[src/pkg/dxtrg_pkg.sv]
package dxtrg_pkg;
   // debug control register numbers
   localparam logic [4:0]  DXTRG_REG_DATA_VALUE = 5'h0e;
   localparam logic [4:0]  DXTRG_REG_DATA_MASK  = 5'h0f;
   localparam logic [4:0]  DXTRG_REG_XCFG       = 5'h10;
   // extended config/status field positions
   localparam int DXTRG_HALTED_BIT  = 28;
   localparam int DXTRG_IDE_BIT     = 27;
   localparam int DXTRG_CBRK_LO     = 22;
   localparam int DXTRG_CBRK_HI     = 23;
   localparam int DXTRG_GO_LO       = 20;
   localparam int DXTRG_GO_HI       = 21;
   localparam int DXTRG_PBRK_LO     = 16;
   // reset values and bus size codes
   localparam logic [31:0] DXTRG_VALUE_RST = 32'h0000_0000;
   localparam logic [31:0] DXTRG_MASK_RST  = 32'h0000_0000;
   localparam logic [3:0]  DXTRG_PBRK_RST  = 4'h0;
   localparam logic [1:0]  DXTRG_GO_RST    = 2'h0;
   localparam logic [1:0]  DXTRG_SIZE_BYTE = 2'h0;
   localparam logic [1:0]  DXTRG_SIZE_WORD = 2'h1;
   localparam logic [1:0]  DXTRG_SIZE_LONG = 2'h2;

   typedef struct packed {
      logic        wr;
      logic        rd;
      logic [4:0]  num;
      logic [31:0] wdata;
   } dxtrg_reg_req_t;

   typedef struct packed {
      logic        valid;
      logic [1:0]  addr;
      logic [1:0]  size;
      logic [31:0] data;
   } dxtrg_bus_t;

   typedef struct packed {
      logic trig2;
      logic trig1;
      logic core_halted;
      logic ext_break;
   } dxtrg_events_t;

   typedef enum logic [1:0] {
      DXTRG_RUN  = 2'b01,
      DXTRG_HALT = 2'b10
   } dxtrg_state_t;
endpackage

[src/logic/dxtrg_core.sv]
`timescale 1ns/1ps
`default_nettype none
module dxtrg_core
   import dxtrg_pkg::*;
(
   input  wire logic           ref_clk_i,
   input  wire logic           reset_n_i,
   input  wire logic           scan_select_i,
   input  wire logic           ext_break_i,
   input  wire dxtrg_reg_req_t reg_req_i,
   input  wire logic           core_go_i,
   input  wire dxtrg_events_t  events_i,
   input  wire dxtrg_bus_t     bus_i,
   output logic [31:0]         reg_rdata_o,
   output logic                reg_rvalid_o,
   output logic                core_halt_req_o,
   output logic                coproc_debug_irq_o,
   output logic                coproc_resume_o,
   output logic                data_trigger_o,
   output logic                pins_core_mode_o
);
   // pin inputs synchronised
   logic [1:0]    scan_sync_q;
   logic [1:0]    brk_sync_q;
   logic          rst_seen_q;
   logic          ide_q;
   logic [1:0]    cbrk_q;
   logic          go_hi_q;
   logic [3:0]    pbrk_q;
   logic [31:0]   value_q;
   logic [31:0]   mask_q;
   dxtrg_state_t  state_q;
   dxtrg_state_t  state_d;
   dxtrg_events_t ev;
   logic          cross_ev;
   logic          resume_now;
   logic          xcfg_wr;
   logic          match;
   logic [31:0]   xcfg_rd;
   logic [31:0]   lane_mask;
   logic [31:0]   bus_aligned;
   logic [3:0]    ev_hit;
   logic [31:0]   bit_hit;

   // strap sync runs through reset, settled at release
   always_ff @(posedge ref_clk_i) begin
      scan_sync_q <= {scan_sync_q[0], scan_select_i};
   end

   always_ff @(posedge ref_clk_i) begin
      if (!reset_n_i) begin
         brk_sync_q <= 2'h0;
      end else begin
         brk_sync_q <= {brk_sync_q[0], ext_break_i};
      end
   end

   // strap captured first cycle after reset release
   always_ff @(posedge ref_clk_i) begin
      if (!reset_n_i) begin
         rst_seen_q <= 1'b0;
      end else begin
         rst_seen_q <= 1'b1;
      end
   end

   assign xcfg_wr = reg_req_i.wr && (reg_req_i.num == DXTRG_REG_XCFG);

   always_ff @(posedge ref_clk_i) begin
      if (!reset_n_i) begin
         ide_q <= 1'b0;
      end else if (!rst_seen_q) begin
         ide_q <= ~scan_sync_q[1];
      end
   end

   always_ff @(posedge ref_clk_i) begin
      if (!reset_n_i) begin
         cbrk_q <= 2'h0;
      end else if (xcfg_wr) begin
         cbrk_q <= reg_req_i.wdata[DXTRG_CBRK_HI:DXTRG_CBRK_LO];
      end else if (!rst_seen_q) begin
         cbrk_q[0] <= ~scan_sync_q[1];
      end
   end

   always_ff @(posedge ref_clk_i) begin
      if (!reset_n_i) begin
         go_hi_q <= DXTRG_GO_RST[1];
      end else if (xcfg_wr) begin
         go_hi_q <= reg_req_i.wdata[DXTRG_GO_HI];
      end
   end

   always_ff @(posedge ref_clk_i) begin
      if (!reset_n_i) begin
         pbrk_q <= DXTRG_PBRK_RST;
      end else if (xcfg_wr) begin
         pbrk_q <= reg_req_i.wdata[DXTRG_PBRK_LO+3:DXTRG_PBRK_LO];
      end
   end

   always_ff @(posedge ref_clk_i) begin
      if (!reset_n_i) begin
         value_q <= DXTRG_VALUE_RST;
      end else if (reg_req_i.wr && reg_req_i.num == DXTRG_REG_DATA_VALUE) begin
         value_q <= reg_req_i.wdata;
      end
   end

   always_ff @(posedge ref_clk_i) begin
      if (!reset_n_i) begin
         mask_q <= DXTRG_MASK_RST;
      end else if (reg_req_i.wr && reg_req_i.num == DXTRG_REG_DATA_MASK) begin
         mask_q <= reg_req_i.wdata;
      end
   end

   always_comb begin
      lane_mask   = 32'hffff_ffff;
      bus_aligned = bus_i.data;
      case (bus_i.size)
         DXTRG_SIZE_BYTE: begin
            lane_mask   = 32'h0000_00ff;
            bus_aligned = {24'h0, bus_i.data[8*(3-bus_i.addr) +: 8]};
         end
         DXTRG_SIZE_WORD: begin
            lane_mask   = 32'h0000_ffff;
            bus_aligned = bus_i.addr[1] ? {16'h0, bus_i.data[15:0]}
                                        : {16'h0, bus_i.data[31:16]};
         end
         default: begin
            lane_mask   = 32'hffff_ffff;
            bus_aligned = bus_i.data;
         end
      endcase
   end

   // masked compare, one hit bit per data bit
   for (genvar b = 0; b < 32; b++) begin : g_bit
      assign bit_hit[b] = mask_q[b] || !lane_mask[b] ||
                          (bus_aligned[b] == value_q[b]);
   end

   assign match = bus_i.valid && (bit_hit == 32'hffff_ffff);

   always_ff @(posedge ref_clk_i) begin
      if (!reset_n_i) begin
         data_trigger_o <= 1'b0;
      end else begin
         data_trigger_o <= match;
      end
   end

   always_comb begin
      ev             = events_i;
      ev.ext_break   = brk_sync_q[1];
   end

   for (genvar k = 0; k < 4; k++) begin : g_event
      assign ev_hit[k] = ev[k] && pbrk_q[k];
   end

   assign cross_ev = ide_q && (ev_hit != 4'h0);

   assign resume_now = (go_hi_q && core_go_i) ||
                       (xcfg_wr && reg_req_i.wdata[DXTRG_GO_LO]);

   always_comb begin
      state_d = state_q;
      case (state_q)
         DXTRG_RUN: begin
            if (cross_ev) begin
               state_d = DXTRG_HALT;
            end
         end
         DXTRG_HALT: begin
            if (resume_now) begin
               state_d = DXTRG_RUN;
            end
         end
         default: state_d = DXTRG_RUN;
      endcase
   end

   always_ff @(posedge ref_clk_i) begin
      if (!reset_n_i) begin
         state_q <= DXTRG_RUN;
      end else begin
         state_q <= state_d;
      end
   end

   always_ff @(posedge ref_clk_i) begin
      if (!reset_n_i) begin
         coproc_debug_irq_o <= 1'b0;
      end else begin
         coproc_debug_irq_o <= (state_d == DXTRG_HALT);
      end
   end

   always_ff @(posedge ref_clk_i) begin
      if (!reset_n_i) begin
         coproc_resume_o <= 1'b0;
      end else begin
         coproc_resume_o <= (state_q == DXTRG_HALT) && resume_now;
      end
   end

   always_ff @(posedge ref_clk_i) begin
      if (!reset_n_i) begin
         core_halt_req_o <= 1'b0;
      end else begin
         core_halt_req_o <= ide_q &&
            ((cbrk_q[1] && cross_ev) || (cbrk_q[0] && brk_sync_q[1]));
      end
   end

   always_ff @(posedge ref_clk_i) begin
      if (!reset_n_i) begin
         pins_core_mode_o <= 1'b0;
      end else begin
         pins_core_mode_o <= ide_q;
      end
   end

   always_comb begin
      xcfg_rd = 32'h0;
      xcfg_rd[DXTRG_HALTED_BIT] = (state_q == DXTRG_HALT);
      xcfg_rd[DXTRG_IDE_BIT]    = ide_q;
      xcfg_rd[DXTRG_CBRK_HI:DXTRG_CBRK_LO] = cbrk_q;
      xcfg_rd[DXTRG_GO_HI]      = go_hi_q;
      xcfg_rd[DXTRG_PBRK_LO+3:DXTRG_PBRK_LO] = pbrk_q;
   end

   // mask has no read path
   always_ff @(posedge ref_clk_i) begin
      if (!reset_n_i) begin
         reg_rdata_o  <= 32'h0;
         reg_rvalid_o <= 1'b0;
      end else begin
         reg_rvalid_o <= reg_req_i.rd;
         if (reg_req_i.rd && reg_req_i.num == DXTRG_REG_DATA_VALUE) begin
            reg_rdata_o <= value_q;
         end else if (reg_req_i.rd && reg_req_i.num == DXTRG_REG_XCFG) begin
            reg_rdata_o <= xcfg_rd;
         end else begin
            reg_rdata_o <= 32'h0;
         end
      end
   end
endmodule
`default_nettype wire

[config.mk]
export PLATFORM = sky130hd
export DESIGN_NAME = dxtrg_core
export DESIGN_NICKNAME = d
export VERILOG_FILES = /design/src/pkg/dxtrg_pkg.sv /design/src/logic/dxtrg_core.sv
export SDC_FILE = /design/constraint.sdc
export NUM_CORES = 1
export LEC_CHECK = 0
export BUFFER_PORTS_ARGS = -buffer_cell sky130_fd_sc_hd__buf_2
export CAP_MARGIN = 15
export CELL_PAD_IN_SITES_DETAIL_PLACEMENT = 1
export CELL_PAD_IN_SITES_GLOBAL_PLACEMENT = 1
export CORE_ASPECT_RATIO = 0.9
export CORE_MARGIN = 1
export CORE_UTILIZATION = 30
export DETAILED_ROUTE_END_ITERATION = 8
export PLACE_DENSITY_LB_ADDON = 0.1
export SETUP_SLACK_MARGIN = 0.15
export SLEW_MARGIN = 20
export SYNTH_ARGS = -nofsm -noshare
export SYNTH_HDL_FRONTEND = slang
export SYNTH_SLANG_ARGS = --single-unit
[constraint.sdc]
create_clock -name ref_clk_i -period 2.67 [get_ports ref_clk_i]
set_clock_uncertainty 0.15 [all_clocks]
set_input_delay 0.267 -clock ref_clk_i [delete_from_list [all_inputs] [get_ports ref_clk_i]]
set_output_delay 0.267 -clock ref_clk_i [all_outputs]
set_load 0.1 [all_outputs]
# Word level (Yosys, flattened, before mapping)
# Index checks and enable logic that the tools add are counted.
# totals
inputBits	85
output_inout_bits	38
elab_cells	190
reg_bits	117
# classes
n_eq_ne	41
shifts	1
n_mux	11
n_bitwise	1
n_reduce_logical	117
n_addsub	1
# ops
cell	n
$pmux W32 S2	2
$logic_or A1 B1 Y1	66
$shiftx A32 B33 Y8	1
$eq A1 B1 Y1	32
$eq A32 B32 Y1 const B	1
$logic_not A1 Y1	32
$mux W32	1
$mux W29	1
$logic_and A1 B1 Y1	17
$mux W16	1
$eq A5 B4 Y1 const B	2
$eq A5 B5 Y1 const B	1
$eq A2 B1 Y1 const B	2
$eq A2 B2 Y1 const B	2
$mux W2	2
$pmux W2 S2	1
$reduce_bool A4 Y1	1
$mux W1	3
$sub A2 B2 Y3 const A	1
$logic_not A2 Y1	1
$ne A2 B1 Y1 const B	1
$not A1 Y1	1

# Depth between registers and ports, before layout
# Gate-level depths: netlist (run 1).
# depth
ltp_word	7
ltp_mapped	8
depth_no_buf	7

# Worst setup path before layout (run 1)
# OpenSTA, ideal clock, no wires.
# synth_path
path_type	input-to-reg
startpoint	in bus_i[32] in the netlist's numbering
endpoint	reg data_trigger_o
stages	7
required_time_ps	2417
path_slack_ps	513
path_buffers	1
arrival_ps	1904
setup_ps	103
cell_sequence	buf_2 -> or3_1 -> o221ai_1 -> xnor2_1 -> o22ai_1 -> or3_1 -> a2111oi_2
# synth_via
elab_chain_cells	7
word_cells_on_any_way	118
classes_between	eq/ne (34); mux (2); reduce/logical (82)
# synth_lines
item	line	text
start: declaration	dxtrg_core.sv:13	input wire dxtrg_bus_t bus_i,
$eq A2 B1 Y1 or $logic_not A2 Y1 (tied branches)	dxtrg_core.sv:122	case (bus_i.size)
$pmux W32 S2	dxtrg_core.sv:122	
$logic_not A1 Y1	dxtrg_core.sv:141	assign bit_hit[b] = mask_q[b] || !lane_mask[b] ||
$logic_or A1 B1 Y1 (2 in series)	dxtrg_core.sv:141	
$eq A32 B32 Y1 (*)	dxtrg_core.sv:145	assign match = bus_i.valid && (bit_hit == 32'hffff_ffff);
$logic_and A1 B1 Y1 (*)	dxtrg_core.sv:145	
end signal: assignment	dxtrg_core.sv:151	data_trigger_o <= match;
end: declaration	dxtrg_core.sv:19	output logic data_trigger_o,
# Every way passes the cells marked *; elsewhere a longest branch is shown, timed or not.
# A chain may end at the register's enable or synchronous reset.

# Worst setup path after layout (run 1)
# Ends and elaborated chain as after synthesis.

==> results of run 1 <==
[metrics by stage]
stage | worst slack [ps] | std cells
after floorplan | 513.0 | 551
after global placement | 241.8 | 856
after detailed placement | 191.1 | 856
after CTS | 647.1 | 923
after global routing | 472.4 | 923
final | 617.4 | 923
[timing repair]
item | CTS | global route
setup buffers | 0 | 0
hold endpoints to repair | 72 | 0
hold buffers | 35 | 0
resized for setup | 0 | 0
[logic make-up (layout without fill, tap and decap cells)]
logic type               after synthesis  count (layout)  synth area share, %
AO/OA/AOI/OAI                        130             130                20.03
buffers and inverters                 38             208                3.170
multiplexers                           9               9                1.856
adder cells (fa/ha/maj)                2               2               0.5154
XOR/XNOR                              30              30                5.412
flip-flops                           117             117                48.25
AND/OR/NAND/NOR                      225             225                20.77
[state kept, by name, summed over array words and instances (netlist names)]
register and flops:
brk_sync_q 2, cbrk_q 2, coproc_debug_irq_o 1, coproc_resume_o 1
core_halt_req_o 1, data_trigger_o 1, go_hi_q 1, ide_q 1
mask_q 32, pbrk_q 4, pins_core_mode_o 1, reg_rdata_o 32
reg_rvalid_o 1, rst_seen_q 1, scan_sync_q 2, state_q 2
value_q 32
[critical path, delay by kind of cell]
family / cells / cell delay, ps
AOI/OAI and AO/OA: 3 / 560
xor gates and xnor gates: 1 / 180
buffers and inverters: 2 / 410
and+or+nand+nor: 3 / 800
[how the worst max path moves through the flow]
stage	start	to	slack, ps	cells past startpoint
after floorplan	bus_i[32]	data_trigger_o	510	7
after global placement	bus_i[35]	data_trigger_o	240	9
after detailed placement	bus_i[35]	data_trigger_o	190	9
after CTS	bus_i[35]	data_trigger_o	650	9
after global routing	bus_i[32]	data_trigger_o	470	9
final	bus_i[32]	data_trigger_o	620	9
[layer usage]
layer / vias to the layer above / track usage (%)
met3: 14 / 4.337
met2: 99 / 33.25
met4: 0 / 7.361
li1: 2195 / -
met1: 2117 / 27.17
met5: - / 0
[power by group through the flow]
stage	combinational (mW)	clock [mW]	sequential, mW
floorplan	0.172	0	1.83
global placement	0.329	0	1.82
detailed placement	0.341	0	1.82
CTS	0.382	2.54	1.78
global route	0.415	2.63	1.78
finish	0.378	2.48	1.78
[final cells by class]
type                            count  area share [%]
Inverter                            6          0.3373
Tap cell                          202           3.785
Clock buffer                       19           6.483
Clock inverter                     13           3.073
Timing Repair Buffer              170           15.89
Sequential cell                   117           35.08
Multi-Input combinational cell    396           35.36
[layout by cell type (no fill, tap or decap), types with 6 or more instances in the layout]
cell type      instances
nand2_1              151
buf_2                121
dfxtp_1              117
a21boi_0              71
dlygate4sd3_1         35
and2_1                29
xnor2_1               18
clkbuf_16             17
o22ai_1               15
buf_4                 14
a22oi_1               12
xor2_1                12
nor2_1                10
a22o_1                 9
mux2i_1                9
a21oi_1                8
o221ai_1               8
inv_1                  6
nand3_1                6
==> PnR_summary.wiki, run 1 <==
{| class="wikitable"
! Metric !! Value
|-
| Power share of the sequential group || a little under two fifths
|-
| Highest fanout seen on the critical path || 12
|-
| Post-route setup TNS || 0 ps
|-
| Hold EP || rst_seen_q
|-
| Final ANT Viol Nets || 0
|-
| Fillers || ~1800
|-
| Initial cell density of the core || between 30 and 40%
|-
| TritonCTS Buffers || 17
|-
| Final design area excluding fillers || 6678 µm²
|-
| Switch Pwr || around 1.0 mW
|-
| Hold_ws || approximately 31 ps
|-
| Number of nets in the layout || between 700 and 800
|-
| Hold Crit Class || input port to flip-flop
|-
| Number of buffer cells added on primary ports || 121
|-
| Number of cells on the worst reg-to-reg path || 7
|-
| Post-CTS clock slew at the launch and capture registers of the worst setup and hold paths || 60 ps
|-
| Slowest cell on the critical path || a2111oi_2
|-
| Routed wirelength normalized by instance count || 17.50 µm
|-
| Synth warnings || 0
|-
| CTS root buf || clkbuf_16
|-
| Ratio of total power to cell area || 695.7 nW/µm²
|-
| Top post-synthesis cells by area || dfxtp_1 (48%), nand2_1 (12%), a21boi_0 (11%)
|-
| Minimum period implied by the final worst setup slack || a little over 2000 ps
|-
| Share of power burned in the clock network || between 50% and 60%
|-
| Number of distinct standard cells referenced by the synthesized netlist || 37
|-
| Number of top-level pins || between 100 and 150
|-
| Wire length of the first global-routing pass || about 25000 µm
|-
| Detailed placement HPWL || around 12000 µm
|-
| Number of instances in the synthesized netlist || 551
|-
| Count of inserted antenna diode cells || 0
|-
| P_int || between 3 and 4 mW
|-
| Highest Clock Rate || 0.4872 GHz
|-
| Number of enable-type register cells in the synthesized netlist || 0
|-
| Final routed wirelength across all metal layers || about 16000 µm
|-
| Relative contribution of combinational cells to total power || under 10%
|-
| P&R area growth vs syn || 37.55%
|-
| Headroom to the max-slew limit || approximately 48%
|-
| Met1 layer wirelength in the final routing || around 7700 µm
|-
| Crit path arrival time || roughly 2200 ps
|-
| Die Y || roughly 120 µm
|-
| Total power draw || about 4.6 mW
|-
| CTS Buffer Depth || 2
|-
| Ordered cell list for the critical path || buf_2, nor3b_1, buf_4, a22oi_1, xor2_1, o22ai_1, nor3_1, nand3_1, a2111oi_2
|-
| Total via count in the routed design || about 4400
|-
| DR vias/cell || about 4.8
|-
| Least-Margin Pin Slew || 775.0 ps
|-
| Worst supply voltage drop on vdd || 439.3 µV
|-
| Capturing element type of the critical path || flip-flop
|-
| DRC || 0
|-
| Placeable Area || between 15000 and 20000 µm²
|-
| Max layer used || met4
|-
| Number of standard-cell rows in the floorplan || 43
|-
| Summed instance area of the synthesized netlist || slightly below 5000 µm²
|-
| Longest individual stage delay on the worst path || around 370 ps
|-
| Area share of the largest cell type after synthesis || between 40 and 50%
|-
| Result of the run || complete, no violations
|-
| Endpoint of the lowest-slack register-to-register path || data_trigger_o
|-
| Die Width || 136.1 µm
|-
| Cell with the most instances after synthesis || nand2_1
|-
| Number of register bits inferred by synthesis || 117
|-
| Area occupied by multi-input gates || about 2400 µm²
|-
| Share of the yosys chip area belonging to registers || around half
|-
| Final Wtd Congestion || 0.8343
|-
| Wire length on met3 || ~680 µm
|-
| Net switching share of the total power || ~22%
|-
| Final Setup Violations || 0
|-
| Cell area reported after detailed placement || between 5000 and 6000 µm²
|-
| Met2 wirelength from detailed routing || about 7600 µm
|-
| Source of the worst hold timing path || reset_n_i
|-
| Antenna violations before repair || 0
|-
| Drt initial violations || 155
|-
| Dominant register cell in the synthesized netlist || dfxtp_1
|-
| Critical Path Source Type || input port
|-
| Required time worst endpoint || 2840 ps
|-
| Register Area || 2342 µm²
|-
| P_leak || 2.698 nW
|-
| Setup repair after global routing missed its margin || false
|-
| Synth async-reset ratio || 0%
|-
| Source-to-sink clock delay at the later pin of the worst-skew pair || about 420 ps
|-
| Core utilization of the finished layout || 42.80%
|-
| Final Max Tran Viols || 0
|-
| Worst r2r src || value_q[9]
|-
| Worst Setup Path Type || input port to flip-flop
|-
| Maximum level of the CTS H-tree || 4
|-
| Global router's overall resource usage || about 21%
|-
| Avg Cell Area, Syn || between 8 and 9 µm²
|-
| Post-synth top area cell || dfxtp_1
|-
| Ratio of cells with drive above 1 in the final layout || 23.58%
|-
| Number of hold violations in the final report || 0
|-
| Number of cells on the worst hold path || 1
|-
| Setup slack of the worst register-to-register path || about 730 ps
|-
| Gr ovfl total || 0
|-
| Number of iterations in the first detailed-routing pass || 4
|-
| Pin count of the biggest net entering global routing || 46
|-
| Via count of the first global-routing pass || 4579
|-
| Cell types with the highest counts after synthesis || nand2_1 (151), dfxtp_1 (117), a21boi_0 (71), and2_1 (29), clkbuf_1 (28)
|-
| Die outline area || between 15000 and 20000 µm²
|-
| TritonCTS clock tree || done
|-
| CTS sink cnt || ~120
|-
| Maximum capacitance violations || 0
|-
| Share of the clock period used by the worst path || around three quarters
|-
| Net count of the mapped netlist || 638
|}
Note: power is estimated with default switching activity, not from simulation.
==> run 2, diff against run 1 <==
==> constraint.sdc (replaced) <==
create_clock -name ref_clk_i -period 2 [get_ports ref_clk_i]
set_clock_uncertainty 0.15 [all_clocks]
set_input_delay 0.2 -clock ref_clk_i [delete_from_list [all_inputs] [get_ports ref_clk_i]]
set_output_delay 0.2 -clock ref_clk_i [all_outputs]
set_load 0.1 [all_outputs]
==> run 2 against run 1 <==
  * Combinational power is 45% higher
  * Largest cell class unchanged
  * Sequential power is 34% higher
  * Register-to-register slack worse by 540 ps
  * Utilization is 1.4 points higher
  * Cell area is 3.3% higher
  * Hold slack worse by 14 ps
  * Critical endpoint unchanged
  * Via count is 1.2% higher
  * Critical path type is now flip-flop to flip-flop
  * Critical path depth is 3 lower
  * Sequential share of layout area is 1.0 points lower
  * Cell count is 1.5% higher
==> PnR_summary.wiki, run 2 (same netlist as run 1, synthesis figures left out) <==
{| class="wikitable"
! Metric !! Value
|-
| Area occupied by multi-input gates || between 2000 and 2500 µm²
|-
| Relative contribution of combinational cells to total power || 9.0%
|-
| Number of cells on the worst hold path || 4
|-
| Final Wtd Congestion || between 0.8 and 0.9
|-
| Total via count in the routed design || approximately 4500
|-
| Result of the run || complete, no violations
|-
| Setup repair after global routing missed its margin || true
|-
| # Post-CTS Setup Buffers || 0
|-
| Least-Margin Pin Slew || approximately 500 ps
|-
| Number of hold violations in the final report || 0
|-
| Final routed wirelength across all metal layers || around 17000 µm
|-
| Minimum period implied by the final worst setup slack || around 1800 ps
|-
| P_int || 4.683 mW
|-
| Commonest non-fill, non-tap cell in the layout || nand2_1
|-
| Wire length of the first global-routing pass || roughly 26000 µm
|-
| Number of nets in the layout || slightly above 800
|-
| Number of iterations in the first detailed-routing pass || 4
|-
| Worst Setup Path Type || flip-flop to flip-flop
|-
| Final Setup Violations || 0
|-
| Top flop regs || mask_q x32, reg_rdata_o x32, value_q x32
|-
| Register Area || approximately 2300 µm²
|-
| Source-to-sink clock delay at the later pin of the worst-skew pair || 420 ps
|-
| Gr ovfl total || 0
|-
| Count of inserted antenna diode cells || 0
|-
| Die outline area || 16700 µm²
|-
| CTS sink cnt || 117
|-
| Drt initial violations || 210
|-
| Dpl cells || slightly below 900
|-
| TritonCTS clock tree || done
|-
| Headroom to the max-slew limit || between 60% and 70%
|-
| Global router's overall resource usage || 21.00%
|-
| Ratio of total power to cell area || 881.5 nW/µm²
|-
| Share of the clock period used by the worst path || 90.70%
|-
| P&R area growth vs syn || 42.11%
|-
| Required time worst endpoint || 2160 ps
|-
| Maximum capacitance violations || 0
|-
| Fillers || ~1900
|-
| Ratio of cells with drive above 1 in the final layout || 27.48%
|-
| Crit path arrival time || roughly 2000 ps
|-
| Share of power burned in the clock network || about half
|-
| Power share of the sequential group || 39.1%
|-
| Top library cells by usage in the layout, fill and taps aside || nand2_1 (151), buf_2 (121), dfxtp_1 (115)
|-
| Detailed placement HPWL || between 10000 and 15000 µm
|-
| Hold Crit Class || input port to flip-flop
|-
| Routed wirelength normalized by instance count || between 15 and 20 µm
|-
| TritonCTS Buffers || 17
|-
| Highest fanout seen on the critical path || 5
|-
| Net switching share of the total power || 23.01%
|-
| Die Y || 122.7 µm
|-
| Final ANT Viol Nets || 0
|-
| Maximum level of the CTS H-tree || 4
|-
| Highest Clock Rate || 0.5513 GHz
|-
| Number of standard-cell rows in the floorplan || 43
|-
| Placeable Area || around 16000 µm²
|-
| Number of cells on the worst reg-to-reg path || 6
|-
| Hold_ws || 17.70 ps
|-
| Antenna violations before repair || 0
|-
| Final instance count without filler cells || 937
|-
| Number of buffer cells added on primary ports || ~120
|-
| DR vias/cell || roughly 4.8
|-
| Switch Pwr || approximately 1.4 mW
|-
| Final Max Tran Viols || 0
|-
| Capturing element type of the critical path || flip-flop
|-
| Die Width || ~140 µm
|-
| CTS Buffer Depth || 2
|-
| Number of top-level pins || ~120
|-
| Via count of the first global-routing pass || approximately 4600
|-
| Critical Path Source Type || flip-flop
|-
| Pin count of the biggest net entering global routing || 34
|-
| CTS root buf || clkbuf_16
|-
| Post-CTS clock slew at the launch and capture registers of the worst setup and hold paths || around 50 ps
|-
| P_leak || about 2.8 nW
|-
| Worst supply voltage drop on vdd || roughly 610 µV
|-
| DRC || 0
|-
| Initial cell density of the core || 31.11%
|}
-- run 2: area by class of cell --
type | count | area share [%]
sequential | 117 | 34.06
clock inverter | 7 | 1.324
tap | 202 | 3.663
clock buffer | 25 | 7.617
multi-input combinational | 396 | 35.53
inverter | 6 | 0.3264
timing repair buffer | 184 | 17.48
-- run 2: power groups by stage --
| stage | Combinational (mW) | Sequential (mW) | Clock, mW |
|---|---|---|---|
| after global placement | 0.468 | 2.43 | 0 |
| after global routing | 0.592 | 2.38 | 3.31 |
| after floorplan | 0.242 | 2.44 | 0 |
| final | 0.547 | 2.38 | 3.16 |
| after CTS | 0.546 | 2.38 | 3.22 |
| after detailed placement | 0.486 | 2.43 | 0 |
-- run 2: timing repair --
action | in CTS | in global routing
endpoints found under the setup margin | 1 | 1
pin swaps | 8 | 1
endpoints found under the hold margin | 76 | 0
hold buffers | 36 | 0
resized for setup | 4 | 6
-- run 2: worst max-delay path: stages (launching register included) --
cell and delay, ps:
dfxtp_4 370, a21oi_1 130, o221ai_1 160, a22oi_2 240, nand3_1 110, or3_1 330
a2111oi_2 210
-- run 2: per-layer routing --
metal | up-vias | track usage (%) | wire length (µm)
met5 | - | 0 | 0
met4 | 0 | 7.847 | 258
met3 | 16 | 4.172 | 527
met2 | 88 | 33.09 | 7623
met1 | 2148 | 28.24 | 8300
li1 | 2225 | - | -
-- run 2: path summary, 6_finish.rpt --
kind | slack [ps] | start | end
setup reg to reg | 190 | value_q[9] | data_trigger_o
hold reg to reg | 170 | scan_sync_q[0] | scan_sync_q[1]
setup / recovery | 190 | value_q[9] | data_trigger_o
hold / removal | 20 | bus_i[36] | data_trigger_o
-- run 2: through the flow --
stage	setup TNS (ps)	worst slack (ps)	instance area, µm²	power (mW)	utilization (%)
5_1_grt	0	64.32	6899	6.287	44.22
3_5_place_dp	-318.7	-318.7	5884	2.917	37.71
2_1_floorplan	0	164.1	4921	2.683	-
4_1_cts	0	124.9	6873	6.150	44.05
3_3_place_gp	-196.0	-196.0	5884	2.898	37.71
6_report	0	186.1	6899	6.082	44.22
